## src/rtl/acc_pkg.sv

```systemverilog
// Purpose: constants and types for the conversion control pins
// Assumes: 125 MHz mclk
// Notes:   conversion time is modelled by cycle counts
package acc_pkg;
    localparam int unsigned CLK_PERIOD_NS   = 8;
    localparam int unsigned CONV_TIME_NS    = 1000;
    localparam int unsigned CONV_EXTRA_NS   = 480;
    localparam int unsigned CONV_CYCLES     =
        (CONV_TIME_NS + CLK_PERIOD_NS - 1) / CLK_PERIOD_NS;
    localparam int unsigned CONV_EXTRA_CYCLES =
        (CONV_EXTRA_NS + CLK_PERIOD_NS - 1) / CLK_PERIOD_NS;
    localparam int unsigned CNT_W           = 8;
    localparam int unsigned DATA_W          = 16;
    localparam logic [DATA_W-1:0] DATA_RESET = 16'h0000;
    localparam logic [3:0]  CFG_RESET       = 4'h0;
    // synchroniser reset levels match the idle level of each pin
    localparam logic [5:0]  SYNC_RESET      = 6'h26;
    localparam logic [6:0]  STRAP_RESET     = 7'h01;
    // configuration register fields
    localparam int unsigned CFG_SCALE_BIT   = 0;
    localparam int unsigned CFG_BIPOLAR_BIT = 1;
    localparam int unsigned CFG_PD_BIT      = 2;

    typedef enum logic [1:0] {
        RANGE_0_5   = 2'b00,
        RANGE_0_10  = 2'b01,
        RANGE_PM5   = 2'b10,
        RANGE_PM10  = 2'b11
    } acc_range_t;

    typedef enum logic [1:0] {
        ST_IDLE = 2'b00,
        ST_CONV = 2'b01,
        ST_DONE = 2'b10
    } acc_state_t;
endpackage
```

## src/rtl/acc_pin_if.sv

```systemverilog
// Purpose: synchronised pin levels passed from the sampler to the core
// Assumes: one clock domain
// Notes:   all signals already pass two flip-flops
interface acc_pin_if;
    logic startN;
    logic resetPin;
    logic powerDown;
    logic csN;
    logic rdN;
    logic serialClk;
    modport src (output startN, resetPin, powerDown, csN, rdN, serialClk);
    modport dst (input  startN, resetPin, powerDown, csN, rdN, serialClk);
endinterface

```

## src/rtl/acc_conv_ctrl.sv

```systemverilog
// Purpose: conversion control and status logic of the converter
// Assumes: pins are asynchronous to mclk; conversion result supplied
// Notes:   conversion time is a cycle count, not analog timing
// Function
// - busy rises when conversion begins
// - busy holds until result latched
// - master read-after-convert lengthens busy
// - decode scale and bipolar into range
// - output bus enabled only cs, rd low
// - slave serial: chip select gates clock
// - reset high aborts conversion
// - reset fall clears config, and clears data only when output coding select is high
// - power-down finishes current, blocks next
// - interface stays active during power-down
// - start falling edge holds, begins conversion
// - software mode uses config register settings
module acc_conv_ctrl
    import acc_pkg::*;
(
    // clock and logic reset
    input  wire logic              mclk,
    input  wire logic              rst,
    // control pins
    input  wire logic              conversion_start_n,
    input  wire logic              resetIn,
    input  wire logic              power_down_in,
    input  wire logic              chipSelN,
    input  wire logic              readN,
    // configuration pins
    input  wire logic              range_scale_select,
    input  wire logic              bipolarSelect,
    input  wire logic              output_coding_select,
    input  wire logic              serial_parallel_select,
    input  wire logic              clock_source_select,
    input  wire logic              read_during_convert,
    input  wire logic              swConfigN,
    // serial configuration write
    input  wire logic              cfgWrite,
    input  wire logic [3:0]        cfgData,
    // slave serial clock and converter result
    input  wire logic              extSerialClk,
    input  wire logic [DATA_W-1:0] convResult,
    // status and output bus
    output logic                   busy,
    output logic                   holdSample,
    output logic [1:0]             inputRange,
    output logic                   outputEnable,
    output logic [DATA_W-1:0]      dataOut,
    output logic                   serialClkGated
);
    acc_pin_if pins();

    acc_pin_sync u_sync (
        .mclk               (mclk),
        .rst                (rst),
        .conversion_start_n (conversion_start_n),
        .resetIn            (resetIn),
        .power_down_in      (power_down_in),
        .chipSelN           (chipSelN),
        .readN              (readN),
        .extSerialClk       (extSerialClk),
        .pins               (pins)
    );

    typedef struct packed {
        acc_state_t        state;
        logic [CNT_W-1:0]  count;
        logic              startPrev;
        logic              resetPrev;
        logic [DATA_W-1:0] data;
        logic [3:0]        cfg;
        logic [6:0]        strapS1;
        logic [6:0]        strapS2;
    } acc_ctrl_t;

    acc_ctrl_t ctrlReg;
    acc_ctrl_t ctrlNext;

    logic       swMode;
    logic       masterRac;
    logic       pdEff;
    logic       startFall;
    logic       scaleSel;
    logic       bipolarSel;
    logic       codingSel;
    logic       serialSel;
    logic       clkSrcSel;
    logic       rdcSel;
    logic       swCfgN;
    logic [CNT_W-1:0] convLen;

    function automatic logic [1:0] range_decode(input logic scale,
                                                input logic bipolar);
        range_decode = {bipolar, scale};
    endfunction

    // strap pins are asynchronous: read only after two flops
    assign {scaleSel, bipolarSel, codingSel, serialSel, clkSrcSel, rdcSel,
            swCfgN} = ctrlReg.strapS2;
    assign swMode    = serialSel & ~swCfgN;
    assign masterRac = serialSel & ~clkSrcSel & ~rdcSel;
    assign pdEff     = swMode ? ctrlReg.cfg[CFG_PD_BIT]
                              : pins.powerDown;
    assign startFall = ctrlReg.startPrev & ~pins.startN;
    assign convLen   = masterRac ?
        CNT_W'(CONV_CYCLES + CONV_EXTRA_CYCLES) :
        CNT_W'(CONV_CYCLES);

    always_comb begin
        ctrlNext           = ctrlReg;
        ctrlNext.startPrev = pins.startN;
        ctrlNext.resetPrev = pins.resetPin;
        ctrlNext.strapS1   = {range_scale_select, bipolarSelect,
                              output_coding_select, serial_parallel_select,
                              clock_source_select, read_during_convert,
                              swConfigN};
        ctrlNext.strapS2   = ctrlReg.strapS1;
        if (swMode && cfgWrite) begin
            ctrlNext.cfg = cfgData;
        end
        case (ctrlReg.state)
            ST_IDLE: begin
                if (startFall && !pdEff) begin
                    ctrlNext.state = ST_CONV;
                    ctrlNext.count = convLen;
                end
            end
            ST_CONV: begin
                if (ctrlReg.count <= CNT_W'(1)) begin
                    ctrlNext.data  = convResult;
                    ctrlNext.state = ST_DONE;
                end else begin
                    ctrlNext.count = ctrlReg.count - CNT_W'(1);
                end
            end
            ST_DONE: ctrlNext.state = ST_IDLE;
            default: ctrlNext.state = ST_IDLE;
        endcase
        if (pins.resetPin) begin
            ctrlNext.state = ST_IDLE;
            ctrlNext.count = '0;
            // an aborted conversion leaves the old result in place
            ctrlNext.data  = ctrlReg.data;
        end
        if (ctrlReg.resetPrev && !pins.resetPin) begin
            ctrlNext.cfg = CFG_RESET;
            if (codingSel) begin
                ctrlNext.data = DATA_RESET;
            end
        end
    end

    always_ff @(posedge mclk) begin
        if (rst) begin
            ctrlReg <= '{state: ST_IDLE, count: '0, startPrev: 1'b1,
                         resetPrev: 1'b0, data: DATA_RESET,
                         cfg: CFG_RESET, strapS1: STRAP_RESET,
                         strapS2: STRAP_RESET};
        end else begin
            ctrlReg <= ctrlNext;
        end
    end

    assign busy         = (ctrlReg.state == ST_CONV);
    assign holdSample   = busy;
    assign inputRange   = swMode ?
        range_decode(ctrlReg.cfg[CFG_SCALE_BIT],
                     ctrlReg.cfg[CFG_BIPOLAR_BIT]) :
        range_decode(scaleSel, bipolarSel);
    assign outputEnable = ~pins.csN & ~pins.rdN;
    assign dataOut      = ctrlReg.data;
    assign serialClkGated = serialSel & clkSrcSel
                            & ~pins.csN & pins.serialClk;
endmodule

```

## src/rtl/acc_pin_sync.sv

```systemverilog
// Purpose: two-flop synchronisers for the asynchronous control pins
// Assumes: pins idle high except reset, power-down and serial clock
// Notes:   first stage feeds only the second stage
module acc_pin_sync
    import acc_pkg::*;
(
    // clock and reset
    input  wire logic    mclk,
    input  wire logic    rst,
    // raw pins
    input  wire logic    conversion_start_n,
    input  wire logic    resetIn,
    input  wire logic    power_down_in,
    input  wire logic    chipSelN,
    input  wire logic    readN,
    input  wire logic    extSerialClk,
    // synchronised levels
    acc_pin_if.src       pins
);
    typedef struct packed {
        logic [5:0] s1;
        logic [5:0] s2;
    } acc_sync_t;

    acc_sync_t syncReg;
    acc_sync_t syncNext;

    always_comb begin
        syncNext    = syncReg;
        syncNext.s1 = {conversion_start_n, resetIn, power_down_in,
                       chipSelN, readN, extSerialClk};
        syncNext.s2 = syncReg.s1;
    end

    always_ff @(posedge mclk) begin
        if (rst) begin
            syncReg <= '{s1: SYNC_RESET, s2: SYNC_RESET};
        end else begin
            syncReg <= syncNext;
        end
    end

    assign pins.startN    = syncReg.s2[5];
    assign pins.resetPin  = syncReg.s2[4];
    assign pins.powerDown = syncReg.s2[3];
    assign pins.csN       = syncReg.s2[2];
    assign pins.rdN       = syncReg.s2[1];
    assign pins.serialClk = syncReg.s2[0];
endmodule

```

## config.mk

```make
export PLATFORM = sky130hd
export DESIGN_NAME = acc_conv_ctrl
export DESIGN_NICKNAME = d
export VERILOG_FILES = /design/src/rtl/acc_pkg.sv /design/src/rtl/acc_pin_if.sv /design/src/rtl/acc_conv_ctrl.sv /design/src/rtl/acc_pin_sync.sv
export SDC_FILE = /design/constraint.sdc
export NUM_CORES = 1
export LEC_CHECK = 0
export BUFFER_PORTS_ARGS = -buffer_cell sky130_fd_sc_hd__clkbuf_2
export CAP_MARGIN = 10
export CORE_ASPECT_RATIO = 0.5
export CORE_MARGIN = 2
export CORE_UTILIZATION = 47
export DETAILED_ROUTE_END_ITERATION = 7
export PLACE_DENSITY_LB_ADDON = 0.15
export SYNTH_ARGS = -nofsm -noshare
export SYNTH_HDL_FRONTEND = slang
export SYNTH_SLANG_ARGS = --single-unit
export TNS_END_PERCENT = 1
```

## constraint.sdc

```tcl
create_clock -name mclk -period 2.11 [get_ports mclk]
set_clock_uncertainty 0.05 [all_clocks]
set_input_delay 0.422 -clock mclk [delete_from_list [all_inputs] [get_ports mclk]]
set_output_delay 0.422 -clock mclk [all_outputs]
set_load 0.005 [all_outputs]
```

==> insert_results.sql <==
INSERT INTO impl_metrics (metric_group, metric, value, unit) VALUES
('critical_path', 'rr_startpoint', 'ctrlReg[38]', ''),
('cts', 'cts_made_buffers', '9', ''),
('floorplan', 'fp.dieArea', '5590', 'um^2'),
('timing', 'worst_pin_slew', '0.5743', 'ns'),
('timing', 'grt_setup_unrepaired', 'false', ''),
('cells_and_area', 'post_layout_util', '56.17', '%'),
('floorplan', 'pin_count', '58', ''),
('critical_path', 'crit_path_start_kind', 'register', ''),
('critical_path', 'reg2reg_slack', '0.1', 'ns'),
('flow_run', 'max_cap_viol_count', '0', ''),
('cts', 'holdBufCountCts', '0', ''),
('cts', 'cts_buffer_depth', '2', ''),
('grt', 'grtUsageMet2', '25.72', '%'),
('power', 'total_leakage_power', '1.125', 'nW'),
('grt', 'first_global_vias', '1518', ''),
('timing', 'fin_worst_hold_slack', '0.2146', 'ns'),
('timing', 'totalNegativeSetupSlack', '0', 'ns'),
('timing', 'slew_violations', '0', ''),
('critical_path', 'endpoint', 'dataOut[15]', ''),
('power', 'ir_worst_vdd', '0.0004673', 'V'),
('synthesis', 'synth_cells', '249', ''),
('cts', 'cts_repair_resize_count', '0', ''),
('cells_and_area', 'syn_to_final_growth', '16.85', '%'),
('timing', 'max_slew_margin_vs_limit', '61.55', '%'),
('power', 'design_power_total', '2.269', 'mW'),
('cts', 'post_cts_buffers', '0', ''),
('synthesis', 'synthesis.area', '2338', 'um^2'),
('grt', 'grt_antenna_before_repair', '0', ''),
('grt', 'top_usage_layer', 'met2', ''),
('placed_design', 'detailedPlacementHpwl', '2900', 'um'),
('synthesis', 'synth_seq_cells', '57', ''),
('synthesis', 'postSynth.topFlopCell', 'sky130_fd_sc_hd__dfxtp_1', ''),
('grt', 'largest_net_degree_at_the_start_of_global_routing', '23', ''),
('drt', 'routed_wirelength', '4096', 'um'),
('hold_path', 'hold_path_class', 'in2reg', ''),
('status', 'outcome', 'finished, final reports clean', ''),
('critical_path', 'crit_fanout', '16', ''),
('grt', 'track_usage', '16.07', '%'),
('cts', 'htreeDepth', '3', ''),
('critical_path', 'critical_path_class', 'reg2reg', ''),
('hold_path', 'min_from', 'swConfigN', ''),
('synthesis', 'synth_cell_type_count', '46', ''),
('cts', 'clock_sinks', '57', ''),
('critical_path', 'worst_setup_path_startpoint', 'ctrlReg[38]', ''),
('floorplan', 'die_height', '53.88', 'um'),
('timing', 'finalHoldViolCount', '0', ''),
('grt', 'grt_util_met3', '7.506', '%'),
('timing', 'fmax', '497.4', 'MHz'),
('floorplan', 'floorplan.die.width', '103.8', 'um'),
('cells_and_area', 'post_route_cells_drive_above_1_share', '38.46', '%'),
('cells_and_area', 'filler_cell_count', '466', ''),
('placed_design', 'postPlaceCellArea', '2554', 'um^2'),
('synthesis', 'total_nets_after_synthesis', '287', ''),
('grt', 'use_met1', '19.45', '%'),
('cells_and_area', 'layout.nets', '332', ''),
('cells_and_area', 'diode_insertion_count_for_antenna_repair', '0', ''),
('cts', 'clk_pin_slew', '0.07', 'ns'),
('power', 'power.density_cell_area', '830.4', 'nW/um^2'),
('cts', 'cts_tree', 'built', ''),
('floorplan', 'start_util', '48.07', '%'),
('timing', 'post_route_fraction_of_the_period_consumed_by_the_critical_path', '95.29', '%'),
('timing', 'min_period', '2.011', 'ns'),
('synthesis', 'synth-seq-area-share', '48.80', '%'),
('critical_path', 'worstPathRequired', '2.28', 'ns'),
('drt', 'drt-wirelength-per-cell', '11.10', 'um'),
('placed_design', 'port_buffers', '56', ''),
('placed_design', 'globalplace.congestion', '0.8293', ''),
('floorplan', 'rows', '18', ''),
('synthesis', 'ys_async_sr_fraction', '0', '%'),
('cells_and_area', 'leading_cell_type_in_the_layout_fill_and_taps_excluded', 'sky130_fd_sc_hd__dfxtp_1', ''),
('synthesis', 'yosys_warnings', '0', '');
## registers in the layout, summed over array words and instances, names as in the netlist
register,count
ctrlReg,19
dataOut,16
u_sync.pins.startN,1
u_sync.syncNext,6
clkSrcSel,1
ctrlNext,7
u_sync.pins.serialClk,1
codingSel,1
u_sync.pins.rdN,1
u_sync.pins.powerDown,1
bipolarSel,1
u_sync.pins.csN,1
u_sync.pins.resetPin,1
## layout make-up
cell class                      instances  area (um^2)  share of cell area (%)
Inverter                                7        26.28                  0.9615
Clock inverter                          7        55.05                   2.015
Sequential cell                        57         1141                   41.76
Multi-Input combinational cell        156        965.9                   35.35
Tap cell                               70        87.58                   3.205
Timing Repair Buffer                   63        332.8                   12.18
Clock buffer                            9        123.9                   4.533
## kinds of logic after synthesis
family | count (synthesis) | synth area share (%)
simple gates | 109 | 25.95
flops | 57 | 48.80
compound gates | 45 | 14.29
buf+inv | 36 | 9.898
fa+ha+maj | 2 | 1.070
## routing by layer
metal  wire [um]  vias up
li1            -      915
met1        2070      772
met2        1694       53
met3         287        7
met4          43        0
met5           0        -
## synthesized netlist by cell type (all sizes together) (2+ instances only)
library cell	count	share of area, %
a211oi	2	0.64
a21oi	21	6.1
a31oi	3	0.80
buf	21	7.5
clkbuf	8	1.3
dfxtp	57	49
ha	2	1.1
inv	7	1.1
nand2	44	8.1
nand3	3	0.64
nand3b	2	0.64
nor2	8	1.3
nor2b	20	5.4
nor3	4	0.86
nor4	5	2.0
o21a	2	0.64
o21ai	4	0.86
or2	11	2.9
or3	3	0.80
or4	3	1.3
## stage by stage
stage,worst slack [ns],cells
6_report,0.09936,369
2_1_floorplan,0.04561,249
3_3_place_gp,0.1035,353
3_5_place_dp,0.1054,353
5_1_grt,0.02446,369
4_1_cts,0.09760,369
## where the power goes
part           switching (mW)  internal [mW]
clock network           0.456          0.432
registers              0.0303           1.13
logic                   0.116          0.108
total                   0.603           1.67
## critical path: stages, from the launching register on
cell	delay, ns
sky130_fd_sc_hd__dfxtp_1	0.34
sky130_fd_sc_hd__or4_4	0.62
sky130_fd_sc_hd__or4_4	0.69
sky130_fd_sc_hd__nand2_1	0.13
sky130_fd_sc_hd__a21oi_1	0.06
## how the worst min path moves through the flow
stage,endpoint,cells after the start
3_5_place_dp,u_sync.pins.startN,1
3_3_place_gp,u_sync.pins.csN,1
5_1_grt,u_sync.syncNext[2],2
6_report,ctrlNext[0],2
2_1_floorplan,ctrlReg[0],1
4_1_cts,u_sync.syncNext[2],2
Note: power is estimated with default switching activity, not from simulation.
